[config.mk]
export PLATFORM = sky130hd
export DESIGN_NAME = tchp_host_port
export DESIGN_NICKNAME = d
export VERILOG_FILES = /design/src/shared/tchp_pkg.sv /design/src/hdl/tchp_filter.sv /design/src/hdl/tchp_host_port.sv
export SDC_FILE = /design/constraint.sdc
export NUM_CORES = 1
export LEC_CHECK = 0
export ABC_AREA = 1
export BUFFER_PORTS_ARGS = -buffer_cell sky130_fd_sc_hd__buf_2
export CORE_MARGIN = 10
export CORE_UTILIZATION = 50
export CTS_CLUSTER_SIZE = 14
export DETAILED_ROUTE_END_ITERATION = 8
export PLACE_DENSITY_LB_ADDON = 0.2
export SLEW_MARGIN = 10
export SYNTH_ARGS = -nofsm -noshare
export SYNTH_HDL_FRONTEND = slang
export SYNTH_SLANG_ARGS = --single-unit
[constraint.sdc]
create_clock -name clock -period 2.2 [get_ports clock]
set_clock_uncertainty 0.05 [all_clocks]
set_input_delay 0.33 -clock clock [delete_from_list [all_inputs] [get_ports clock]]
set_output_delay 0.33 -clock clock [all_outputs]
set_load 0.005 [all_outputs]
[src/shared/tchp_pkg.sv]
package tchp_pkg;
  localparam int unsigned CLK_HZ         = 20000000;
  localparam int unsigned ACK_CRIT_NS    = 140000;
  localparam int unsigned ACK_SAVE_NS    = 100000;
  // longest times round down
  localparam logic [11:0] ACK_CRIT_CYC   = 12'(ACK_CRIT_NS / (1000000000 / CLK_HZ));
  localparam logic [11:0] ACK_SAVE_CYC   = 12'(ACK_SAVE_NS / (1000000000 / CLK_HZ));
  localparam int unsigned NVM_WRITE_CYC_DEF = 10000;
  localparam int unsigned BOOT_CYC_DEF   = 5000;
  localparam logic [6:0]  SLAVE_ADDR_DEF = 7'h00;
  localparam logic [7:0]  CMD_PTR        = 8'ha0;
  localparam logic [7:0]  SAVE_CODE      = 8'h01;
  localparam logic [1:0]  SLEEP_512HZ    = 2'h0;
  localparam logic [1:0]  SLEEP_64HZ     = 2'h1;
  localparam logic [1:0]  SLEEP_8HZ      = 2'h2;
  localparam logic [1:0]  SLEEP_1HZ      = 2'h3;
  localparam logic [7:0]  RESET_BYTE    = 8'h00;
  localparam int unsigned COUNT_W        = 16;

  typedef struct packed {
    logic       first;
    logic [7:0] data;
  } tchp_byte_t;

  typedef struct packed {
    logic [COUNT_W-1:0] count;
    logic [COUNT_W-1:0] baseline;
  } tchp_sample_t;

  typedef enum logic [2:0] {
    ST_IDLE, ST_RX, ST_WAIT_FALL, ST_STRETCH, ST_ACK, ST_TX, ST_TX_ACK
  } tchp_state_t;
endpackage

[src/hdl/tchp_filter.sv]
`timescale 1ns/100ps
module tchp_filter
  import tchp_pkg::*;
(
  input  wire logic               clock,
  input  wire logic               reset_n,
  input  wire logic               scan_start,
  input  wire logic               raw_valid,
  input  wire logic [COUNT_W-1:0] raw_count,
  input  wire logic               avg_en,
  input  wire logic [1:0]         avg_sel,
  input  wire logic               bus_active,
  output logic                    out_valid,
  output tchp_sample_t            out_sample
);
  logic                 scan_reg;
  logic                 drop_reg;
  logic [COUNT_W+3:0]   acc_reg;
  logic [3:0]           n_reg;
  logic                 base_set_reg;
  wire  [3:0]           n_last   = 4'((5'h2 << avg_sel) - 5'h1);
  wire                  keep     = raw_valid && !drop_reg && !(scan_reg && bus_active);
  wire  [COUNT_W+3:0]   acc_sum  = acc_reg + (COUNT_W+4)'(raw_count);
  // shift count kept three bits wide so sixteen samples do not wrap to zero
  wire  [COUNT_W-1:0]   avg_val  = COUNT_W'(acc_sum >> ({1'b0, avg_sel} + 3'h1));
  wire                  avg_done = keep && avg_en && (n_reg == n_last);
  wire                  emit     = avg_done || (keep && !avg_en);
  wire  [COUNT_W-1:0]   new_val  = avg_en ? avg_val : raw_count;

  always_ff @(posedge clock or negedge reset_n)
  begin
    if (!reset_n)
    begin
      scan_reg     <= 1'b0;
      drop_reg     <= 1'b0;
      acc_reg      <= '0;
      n_reg        <= 4'h0;
      base_set_reg <= 1'b0;
      out_valid    <= 1'b0;
      out_sample   <= '0;
    end
    else
    begin
      out_valid <= emit;
      if (scan_start)
      begin
        scan_reg <= 1'b1;
        drop_reg <= 1'b0;
      end
      else if (raw_valid)
        scan_reg <= 1'b0;
      if (scan_reg && bus_active && !raw_valid)
        drop_reg <= 1'b1;
      if (keep && avg_en)
      begin
        acc_reg <= avg_done ? '0 : acc_sum;
        n_reg   <= avg_done ? 4'h0 : n_reg + 4'h1;
      end
      else if (!avg_en)
      begin
        acc_reg <= '0;
        n_reg   <= 4'h0;
      end
      if (emit)
      begin
        out_sample.count <= new_val;
        // averaged path freezes baseline at its first value: a touch at power-up sticks
        if (!base_set_reg || !avg_en)
          out_sample.baseline <= new_val;
        base_set_reg <= 1'b1;
      end
    end
  end
endmodule // tchp_filter

[src/hdl/tchp_host_port.sv]
`timescale 1ns/100ps
module tchp_host_port
  import tchp_pkg::*;
#(
  parameter int unsigned NVM_WRITE_CYC = NVM_WRITE_CYC_DEF,
  parameter int unsigned BOOT_CYC      = BOOT_CYC_DEF,
  parameter logic [6:0]  SLAVE_ADDR    = SLAVE_ADDR_DEF
)
(
  input  wire logic               clock,
  input  wire logic               reset_n,
  input  wire logic               scl_i,
  output logic                    scl_o,
  output logic                    scl_oe,
  input  wire logic               sda_i,
  output logic                    sda_o,
  output logic                    sda_oe,
  output tchp_byte_t              rx_byte,
  output logic                    rx_valid,
  output logic                    tx_req,
  input  wire logic [7:0]         tx_data,
  input  wire logic               core_ready,
  input  wire logic [1:0]         sleep_sel,
  output logic                    save_busy,
  output logic                    save_done,
  output logic                    save_fail,
  output logic                    boot_done,
  input  wire logic               scan_start,
  input  wire logic               raw_valid,
  input  wire logic [COUNT_W-1:0] raw_count,
  input  wire logic               avg_en,
  input  wire logic [1:0]         avg_sel,
  output logic                    filt_valid,
  output tchp_sample_t            filt_sample
);
  if (NVM_WRITE_CYC < 1 || BOOT_CYC < 1)
    $error("counts must be at least one cycle");

  function automatic logic agree_next(input logic cur, input logic a, input logic b);
    return (a == b) ? b : cur;
  endfunction

  logic [2:0]  scl_sync_reg;
  logic [2:0]  sda_sync_reg;
  logic        scl_f_reg;
  logic        sda_f_reg;
  tchp_state_t state_reg;
  logic [7:0]  shift_reg;
  logic [2:0]  bit_reg;
  logic        addr_phase_reg;
  logic        read_reg;
  logic        ack_reg;
  logic        first_reg;
  logic [7:0]  ptr_reg;
  logic        save_pend_reg;
  logic [11:0] stc_reg;
  logic [31:0] busy_cnt_reg;
  logic [31:0] boot_cnt_reg;

  wire scl_next  = agree_next(scl_f_reg, scl_sync_reg[1], scl_sync_reg[2]);
  wire sda_next  = agree_next(sda_f_reg, sda_sync_reg[1], sda_sync_reg[2]);
  wire scl_rise  = scl_next && !scl_f_reg;
  wire scl_fall  = !scl_next && scl_f_reg;
  wire start_c   = scl_f_reg && scl_next && sda_f_reg && !sda_next;
  wire stop_c    = scl_f_reg && scl_next && !sda_f_reg && sda_next;
  wire [7:0] rx_full = shift_reg;
  wire addr_hit  = rx_full[7:1] == SLAVE_ADDR;
  // a busy or booting device stays off the bus entirely
  wire addr_ok   = addr_hit && !save_busy && boot_done;
  wire is_save   = !addr_phase_reg && !first_reg && ptr_reg == CMD_PTR
                   && rx_full == SAVE_CODE;
  wire bad_sleep = sleep_sel == SLEEP_512HZ || sleep_sel == SLEEP_64HZ;
  wire [11:0] lim = save_pend_reg ? ACK_SAVE_CYC : ACK_CRIT_CYC;
  wire release_c = addr_phase_reg || save_pend_reg || core_ready
                   || stc_reg == lim - 12'h1;
  wire bus_active = state_reg != ST_IDLE;

  assign scl_o  = 1'b0;
  assign sda_o  = 1'b0;
  assign scl_oe = state_reg == ST_STRETCH;
  assign sda_oe = (state_reg == ST_ACK && ack_reg) || (state_reg == ST_TX && !shift_reg[7]);

  always_ff @(posedge clock or negedge reset_n)
  begin
    if (!reset_n)
    begin
      scl_sync_reg <= 3'h7;
      sda_sync_reg <= 3'h7;
      scl_f_reg    <= 1'b1;
      sda_f_reg    <= 1'b1;
    end
    else
    begin
      scl_sync_reg <= {scl_sync_reg[1:0], scl_i};
      sda_sync_reg <= {sda_sync_reg[1:0], sda_i};
      scl_f_reg    <= scl_next;
      sda_f_reg    <= sda_next;
    end
  end

  always_ff @(posedge clock or negedge reset_n)
  begin
    if (!reset_n)
    begin
      boot_cnt_reg <= '0;
      boot_done    <= 1'b0;
    end
    else if (!boot_done)
    begin
      boot_cnt_reg <= boot_cnt_reg + 32'h1;
      boot_done    <= boot_cnt_reg == BOOT_CYC - 1;
    end
  end

  always_ff @(posedge clock or negedge reset_n)
  begin
    if (!reset_n)
    begin
      state_reg      <= ST_IDLE;
      shift_reg      <= RESET_BYTE;
      bit_reg        <= 3'h0;
      addr_phase_reg <= 1'b0;
      read_reg       <= 1'b0;
      ack_reg        <= 1'b0;
      first_reg      <= 1'b0;
      ptr_reg        <= RESET_BYTE;
      save_pend_reg  <= 1'b0;
      stc_reg        <= 12'h0;
      rx_byte        <= '0;
      rx_valid       <= 1'b0;
      tx_req         <= 1'b0;
    end
    else
    begin
      rx_valid <= 1'b0;
      tx_req   <= 1'b0;
      if (start_c && boot_done && !save_busy)
      begin
        state_reg      <= ST_RX;
        bit_reg        <= 3'h0;
        addr_phase_reg <= 1'b1;
      end
      else if (stop_c)
        state_reg <= ST_IDLE;
      else
      begin
        case (state_reg)
          ST_RX:
            if (scl_rise)
            begin
              shift_reg <= {shift_reg[6:0], sda_next};
              bit_reg   <= bit_reg + 3'h1;
              if (bit_reg == 3'h7)
                state_reg <= ST_WAIT_FALL;
            end
          ST_WAIT_FALL:
            if (scl_fall)
            begin
              state_reg     <= ST_STRETCH;
              stc_reg       <= 12'h0;
              save_pend_reg <= is_save;
              if (!addr_phase_reg)
              begin
                rx_valid <= 1'b1;
                rx_byte  <= '{first: first_reg, data: rx_full};
              end
            end
          ST_STRETCH:
          begin
            stc_reg <= stc_reg + 12'h1;
            if (release_c)
            begin
              state_reg <= ST_ACK;
              ack_reg   <= addr_phase_reg ? addr_ok : 1'b1;
              if (addr_phase_reg)
              begin
                read_reg  <= rx_full[0];
                first_reg <= 1'b1;
              end
              else
              begin
                first_reg <= 1'b0;
                if (first_reg)
                  ptr_reg <= rx_full;
              end
            end
          end
          ST_ACK:
            if (scl_fall)
            begin
              bit_reg        <= 3'h0;
              addr_phase_reg <= 1'b0;
              save_pend_reg  <= 1'b0;
              if (!ack_reg || save_pend_reg)
                state_reg <= ST_IDLE;
              else if (read_reg)
              begin
                state_reg <= ST_TX;
                shift_reg <= tx_data;
                tx_req    <= 1'b1;
              end
              else
                state_reg <= ST_RX;
            end
          ST_TX:
            if (scl_fall)
            begin
              shift_reg <= {shift_reg[6:0], 1'b1};
              bit_reg   <= bit_reg + 3'h1;
              if (bit_reg == 3'h7)
                state_reg <= ST_TX_ACK;
            end
          ST_TX_ACK:
            if (scl_rise && sda_next)
              state_reg <= ST_IDLE;
            else if (scl_fall)
            begin
              state_reg <= ST_TX;
              shift_reg <= tx_data;
              tx_req    <= 1'b1;
              bit_reg   <= 3'h0;
            end
          default:
            state_reg <= ST_IDLE;
        endcase
      end
    end
  end

  wire save_go = state_reg == ST_ACK && scl_fall && save_pend_reg && !stop_c && !start_c;

  always_ff @(posedge clock or negedge reset_n)
  begin
    if (!reset_n)
    begin
      save_busy    <= 1'b0;
      save_done    <= 1'b0;
      save_fail    <= 1'b0;
      busy_cnt_reg <= '0;
    end
    else
    begin
      save_done <= 1'b0;
      save_fail <= save_go && bad_sleep;
      if (save_go && !bad_sleep)
      begin
        save_busy    <= 1'b1;
        busy_cnt_reg <= '0;
      end
      else if (save_busy)
      begin
        busy_cnt_reg <= busy_cnt_reg + 32'h1;
        if (busy_cnt_reg == NVM_WRITE_CYC - 1)
        begin
          save_busy <= 1'b0;
          save_done <= 1'b1;
        end
      end
    end
  end

  tchp_filter u_filter (
    .clock      (clock),
    .reset_n    (reset_n),
    .scan_start (scan_start),
    .raw_valid  (raw_valid),
    .raw_count  (raw_count),
    .avg_en     (avg_en),
    .avg_sel    (avg_sel),
    .bus_active (bus_active),
    .out_valid  (filt_valid),
    .out_sample (filt_sample)
  );
endmodule // tchp_host_port

==> reports/qor.txt, run 1 <==
Post-synthesis sequential element count: 186
Post-layout min period: 2.24 ns
Peak fanout along the critical path: 4
Switch share: 37.7%
Share of the cycle needed by the critical path after routing: 102%
Input/output buffers: 84
Power density normalized to cell area: 933 nW/um^2
Static leakage: 6.37 nW
Number of max-slew violations in the final report: 0
Final GP Congestion: 0.919
Wire length of the first global-routing pass: 44500 um
Top Family by Delay on Critical Path: simple AND/OR/NAND/NOR gates
Maximum cell stage delay along the critical path: 0.42 ns
Initial antenna violation count: 1
Cell Rows: 52
Critical Path Sink Type: flip-flop
Setup repair after global routing missed its margin: true
CTS Sinks: 186
Routed length per instance: 15.1 um
Syn Std Cell Area: 10500 sq um
Total wire length: 27000 um
Worst Setup Path Type: reg2reg
Met3 GRT Util: 3.98%
CP bufs+invs: 1
Clock network fraction of design power: 26.8%
Worst supply voltage drop on vdd: 0.533 mV
Worst path cell trace: ha_4 -> fa_2 -> buf_4 -> nand3_2 -> nand3b_1 -> nand2_2 -> nand2_2 -> nand2_2 -> nand2_2 -> nor2_2 -> nor2_1 -> nand2_1 -> nand3_1 -> nand2_1
Class of the tightest hold or removal check: in2reg
Largest net degree at the start of global routing: 55
Required time of the critical path: 2.52 ns
Count of final hold-check violations: 0
Overall die width: 165 um
Global route overflow: 0
Fraction of the core area covered by cells at the end of the flow: 62.6%
Share of Yosys cell area claimed by the top area cell type: 42.4%
Routed vias/inst: 5.27
Number of global-route vias before repair: 9168
Top flip-flop cell by instance count after synthesis: sky130_fd_sc_hd__dfrtp_1
Fill cells: 1828
Area contributors post-synth: sky130_fd_sc_hd__dfrtp_1, sky130_fd_sc_hd__nand2_1, sky130_fd_sc_hd__inv_1
Post-DP HPWL: 20000 um
Number of vias after detailed routing: 9435
Max Clk Rate: 447 MHz
Warnings, synthesis: 0
Layout Area Growth over Synthesis: 21.8%
Share of final-layout standard cells stronger than drive strength 1: 22.7%
Clock latency at the later pin of the worst-skew pair: 0.44 ns
Pre-CTS WS: -0.207 ns
CTS tree: yes
Setup violations, final: 10
Sw power: 0.00450 W
Portion of total power attributed to sequential cells: 39.3%
Post-route total power: 0.0119 W
IO Pins: 88
Most utilized layer in the global route result: met2
Post-DP Area: 11700 sq um
Most frequent CP cell: sky130_fd_sc_hd__nand2_2
CP Data Arrival Time: 2.56 ns
Die height: 165 um
Combined area of the multi-input logic cells: 5350 sq um
Iter 0 DRT Violations: 490
GRT met2 Usage: 31.2%
Clock transition at the registers of the reported paths: 0.08 ns
Average instance area after synthesis: 7.77 sq um
Max-cap violations: 0
Remaining design rule violation count: 0
Die Footprint: 27200 sq um
Num CTS Buffers: 17
Cells after Synth: 1351
Net count reported at finish: 1567
Sequential cell area: 4660 sq um
Area inside the core boundary: 20400 sq um
Worst setup slack after layout: -0.0373 ns
Combinational share of power: 33.9%
GR met1 Demand/Resource: 27.2%
Share of async-settable or async-resettable flops after synthesis: 100%
Result of the run: complete, but fails checks
Share of synthesized area occupied by flip-flops and latches: 44.4%
Starting Density: 51.4%
Count of H-tree levels built during CTS: 4
Commonest non-fill, non-tap cell in the layout: sky130_fd_sc_hd__nand2_1
EDFF count, synth: 0
Internal power consumption: 0.00744 W
Kind of start point of the critical path: flip-flop
Final std cell area, no fill: 12800 sq um
CTS Root Buffer Type: sky130_fd_sc_hd__clkbuf_16
Violated checks: setup timing
Cell with the largest stage delay on the worst path: sky130_fd_sc_hd__fa_2
Leading area contributor after synthesis: sky130_fd_sc_hd__dfrtp_1
Highest-count cells in the layout ignoring fill and taps: sky130_fd_sc_hd__nand2_1, sky130_fd_sc_hd__dfrtp_1, sky130_fd_sc_hd__inv_1, sky130_fd_sc_hd__nor2_1, sky130_fd_sc_hd__nand3_1
Global-route total usage across every layer: 20.0%
Number of buffers on the longest clock path: 2
Cell variety after synth: 57
Length of the first detailed-routing pass in iterations: 5
Number of nets still failing antenna checks after routing: 0
-- synthesized netlist by cell type, types with 3 or more instances --
| master | count |
|---|---|
| sky130_fd_sc_hd__a31oi_1 | 11 |
| sky130_fd_sc_hd__o22ai_1 | 19 |
| sky130_fd_sc_hd__o21ai_1 | 7 |
| sky130_fd_sc_hd__o21ai_0 | 39 |
| sky130_fd_sc_hd__ha_1 | 22 |
| sky130_fd_sc_hd__nor2_1 | 120 |
| sky130_fd_sc_hd__buf_4 | 4 |
| sky130_fd_sc_hd__nand2_1 | 341 |
| sky130_fd_sc_hd__buf_1 | 4 |
| sky130_fd_sc_hd__o211ai_1 | 3 |
| sky130_fd_sc_hd__inv_2 | 8 |
| sky130_fd_sc_hd__nand3b_1 | 9 |
| sky130_fd_sc_hd__dfstp_2 | 8 |
| sky130_fd_sc_hd__a21oi_1 | 60 |
| sky130_fd_sc_hd__xnor2_1 | 11 |
| sky130_fd_sc_hd__xor2_1 | 38 |
| sky130_fd_sc_hd__clkbuf_1 | 10 |
| sky130_fd_sc_hd__o21ai_2 | 10 |
| sky130_fd_sc_hd__nor3_1 | 36 |
| sky130_fd_sc_hd__nand4_1 | 27 |
| sky130_fd_sc_hd__o21a_1 | 3 |
| sky130_fd_sc_hd__buf_6 | 6 |
| sky130_fd_sc_hd__buf_2 | 9 |
| sky130_fd_sc_hd__nand3_1 | 124 |
| sky130_fd_sc_hd__nand2_2 | 7 |
| sky130_fd_sc_hd__nor4_1 | 17 |
| sky130_fd_sc_hd__nor4_2 | 3 |
| sky130_fd_sc_hd__o31ai_1 | 6 |
| sky130_fd_sc_hd__dfrtp_1 | 178 |
| sky130_fd_sc_hd__inv_1 | 168 |
| sky130_fd_sc_hd__or2_2 | 5 |
| sky130_fd_sc_hd__nor3_2 | 3 |
| sky130_fd_sc_hd__nor2_2 | 5 |
-- stage by stage --
step                hold slack (ns)  instances  setup TNS [ns]
finish                       0.0382       1792          -0.180
global route                 0.0205       1792           -4.08
CTS                          0.0212       1786               0
detailed placement            0.278       1750           -4.10
global placement              0.282       1750           -2.64
floorplan                   -0.0156       1352               0
-- cell type report --
cell class | instances | area share [%]
inverters | 177 | 5.25
multi-input cells | 956 | 41.9
clock buffers | 17 | 3.33
repair buffers | 170 | 8.87
clock inverters | 15 | 1.57
well taps | 270 | 2.64
flip-flops and latches | 186 | 36.5
diodes | 1 | 0.0196
-- worst register-to-register path: cells and delay by family (launching register included) --
family                     cells  cell delay [ns]
DFF                            1             0.41
adders and majority gates      2             0.60
and+or+nand+nor               11             0.95
buffers and inverters          1             0.16
-- logic make-up (layout without fill, tap and decap cells) --
| logic type | after synthesis | after routing | share of synthesized area [%] |
|---|---|---|---|
| compound gates | 172 | 172 | 10.1 |
| xor+xnor | 49 | 49 | 4.09 |
| fa+ha+maj | 24 | 24 | 2.92 |
| buf+inv | 210 | 379 | 8.21 |
| flops | 186 | 186 | 44.4 |
| other cells | 1 | 3 | 0.0357 |
| simple gates | 709 | 709 | 30.2 |
-- power by group through the flow --
stage	sequential (W)	clock, W	combinational [W]
final	0.00469	0.00320	0.00405
after global placement	0.00471	0	0.00371
after CTS	0.00467	0.00326	0.00384
after detailed placement	0.00473	0	0.00379
after global routing	0.00478	0.00340	0.00458
after floorplan	0.00464	0	0.00232
-- metal layers --
layer	wire length, um	share of wire, %
met1	12600	47
met2	12300	46
met3	1520	5.6
met4	586	2.2
met5	0	0
-- path summary, 6_finish.rpt --
check | start | end | slack [ns] | depth (start not counted)
worst min-delay path | raw_valid | u_filter.scan_reg | 0.04 | 2
max in group asynchronous | reset_n | ptr_reg[5] | 1.08 | 3
worst min register to register | scl_sync_reg[0] | scl_sync_reg[1] | 0.31 | 0
worst max-delay path | u_filter.acc_reg[0] | u_filter.out_sample[15] | -0.04 | 14
worst max register to register | u_filter.acc_reg[0] | u_filter.out_sample[15] | -0.04 | 14
min in group asynchronous | reset_n | u_filter.acc_reg[13] | 0.36 | 2
-- what timing repair did --
item	4_1_cts	5_1_grt
endpoints found under the hold margin	52	0
buffers inserted	0	5
pin swaps	1	32
endpoints found under the setup margin	27	52
resized for setup	6	87
hold buffers	4	0
Note: power is estimated with default switching activity, not from simulation.
==> inputs of run 2 (changes only) <==
Settings changed: HOLD_SLACK_MARGIN set to 0.12.
==> reports/qor.txt, run 2 (synthesized netlist as in run 1, its figures left out) <==
Worst path cell trace: ha_4 -> fa_2 -> buf_4 -> nand3_2 -> nand3b_1 -> nand2_2 -> nand2_2 -> nand2_2 -> nand2_2 -> nor2_2 -> nor2_1 -> nand2_1 -> nand3_1 -> nand2_1
Wire length of the first global-routing pass: 44500 um (about the same)
Power density normalized to cell area: 932 nW/um^2 (-0.15%)
Count of H-tree levels built during CTS: 4 (unchanged)
Largest net degree at the start of global routing: 55 (unchanged)
Input/output buffers: 84 (unchanged)
Fill cells: 1825 (-0.16%)
CTS tree: yes
Overall die width: 165 um (unchanged)
Post-DP Area: 11700 sq um (unchanged)
Required time of the critical path: 2.52 ns (about the same)
Global route overflow: 0 (unchanged)
Length of the first detailed-routing pass in iterations: 5 (unchanged)
Number of buffers on the longest clock path: 2 (unchanged)
IO Pins: 88 (unchanged)
Worst Setup Path Type: reg2reg
Count of final hold-check violations: 0 (unchanged)
Number of standard cells in the layout, taps in and fillers out: 1794 (+0.11%)
Max-cap violations: 0 (unchanged)
Share of the cycle needed by the critical path after routing: 102% (about the same)
Number of nets still failing antenna checks after routing: 0 (unchanged)
Number of max-slew violations in the final report: 0 (unchanged)
Setup violations, final: 9 (-1)
Post-layout min period: 2.24 ns (-0.00188 ns)
Peak fanout along the critical path: 4 (unchanged)
Layout Area Growth over Synthesis: 22.0%
Worst supply voltage drop on vdd: 0.533 mV (about the same)
Final std cell area, no fill: 12800 sq um (+0.16%)
Cell with the largest stage delay on the worst path: sky130_fd_sc_hd__fa_2
CP Data Arrival Time: 2.56 ns (about the same)
Number of vias after detailed routing: 9453 (+0.19%)
Violated checks: setup timing
Num CTS Buffers: 17 (unchanged)
Total wire length: 27000 um (about the same)
Global-route total usage across every layer: 20.0% (about the same)
Worst setup slack after layout: -0.0354 ns (+0.00188 ns)
Cell Rows: 52 (unchanged)
Clock latency at the later pin of the worst-skew pair: 0.44 ns (about the same)
Area inside the core boundary: 20400 sq um (unchanged)
Most frequent CP cell: sky130_fd_sc_hd__nand2_2
Share of final-layout standard cells stronger than drive strength 1: 22.7% (-0.030 points)
Max Clk Rate: 447 MHz (about the same)
Post-DP HPWL: 20000 um (unchanged)
Cell Count Post-Placement: 1750 (unchanged)
Kind of start point of the critical path: flip-flop
CTS Sinks: 186 (unchanged)
Starting Density: 51.4% (unchanged)
Die Footprint: 27200 sq um (unchanged)
Number of global-route vias before repair: 9184 (+0.17%)
Clock transition at the registers of the reported paths: 0.07 ns (about the same)
Final GP Congestion: 0.919 (unchanged)
CTS Root Buffer Type: sky130_fd_sc_hd__clkbuf_16
Iter 0 DRT Violations: 519 (+5.9%)
Die height: 165 um (unchanged)
Critical Path Sink Type: flip-flop
Setup repair after global routing missed its margin: true
Net count reported at finish: 1569 (+0.13%)
Routed vias/inst: 5.27 (about the same)
Remaining design rule violation count: 0 (unchanged)
Routed length per instance: 15.0 um (about the same)
Highest-count cells in the layout ignoring fill and taps: sky130_fd_sc_hd__nand2_1, sky130_fd_sc_hd__dfrtp_1, sky130_fd_sc_hd__inv_1, sky130_fd_sc_hd__nor2_1, sky130_fd_sc_hd__nand3_1
Maximum cell stage delay along the critical path: 0.42 ns (about the same)
Static leakage: 6.37 nW (+0.12%)
Commonest non-fill, non-tap cell in the layout: sky130_fd_sc_hd__nand2_1
Class of the tightest hold or removal check: in2reg
Initial antenna violation count: 1 (unchanged)
Result of the run: complete, but fails checks
run 2: cell types whose count changed in the layout (fill, tap and decap cells not counted), sizes merged:
cell         before  now
dlygate4sd3       4    6
run 2: critical path: cells and delay by family, from the launching register on:
family        cells  cell delay, ns
flops             1            0.41
fa+ha+maj         2            0.60
simple gates     11            0.96
buf+inv           1            0.16
run 2: layout make-up:
| cell class | instances | area, sq um | area share, % |
|---|---|---|---|
| Clock buffer | 17 | 425 | 3.32 |
| Inverter | 177 | 672 | 5.25 |
| Antenna cell | 1 | 2.50 | 0.0195 |
| Sequential cell | 186 | 4660 | 36.4 |
| Timing Repair Buffer | 172 | 1150 | 9.02 |
| Tap cell | 270 | 338 | 2.64 |
| Multi-Input combinational cell | 956 | 5350 | 41.8 |
| Clock inverter | 15 | 200 | 1.56 |
run 2: timing repair:
item | CTS | global route
buffers inserted | 0 | 5
hold buffers | 6 | 0
setup endpoints to repair | 27 | 52
pin swaps | 1 | 32
gates resized for setup | 6 | 87
cloned | 0 | 0
endpoints found under the hold margin | 53 | 0
run 2: layer usage:
layer  vias to the layer above  GRT usage [%]  part of all wire, %
li1                       4756              -                    -
met1                      4389           27.3                   46
met2                       270           31.3                   46
met3                        38           3.98                  6.0
met4                         0           6.64                  2.1
met5                         -              0                    0
run 2: power breakdown:
part,switching (W),internal [W]
clock network,0.00154,0.00165
registers,0.000539,0.00415
logic,0.00241,0.00164
total,0.00449,0.00744
run 2: path summary, 6_finish.rpt:
kind	start	to	slack (ns)	cells past startpoint
min in group asynchronous	reset_n	u_filter.acc_reg[13]	0.36	2
worst max-delay path	u_filter.acc_reg[0]	u_filter.out_sample[15]	-0.04	14
max in group asynchronous	reset_n	save_pend_reg	1.07	3
worst max register to register	u_filter.acc_reg[0]	u_filter.out_sample[15]	-0.04	14
worst min register to register	scl_sync_reg[0]	scl_sync_reg[1]	0.31	0
worst min-delay path	avg_en	u_filter.n_reg[0]	0.15	3
run 2: through the flow:
step / utilization [%] / power (W) / setup WS, ns / setup TNS, ns / hold WS (ns)
6_report: 62.7 / 0.0119 / -0.0354 / -0.158 / 0.154
5_1_grt: 62.7 / 0.0128 / -0.192 / -4.08 / 0.160
4_1_cts: 60.7 / 0.0118 / 0.00387 / 0 / 0.144
3_5_place_dp: 57.3 / 0.00853 / -0.207 / -4.10 / 0.278
3_3_place_gp: 57.3 / 0.00843 / -0.146 / -2.64 / 0.282
2_1_floorplan: - / 0.00696 / 0.131 / 0 / -0.0156
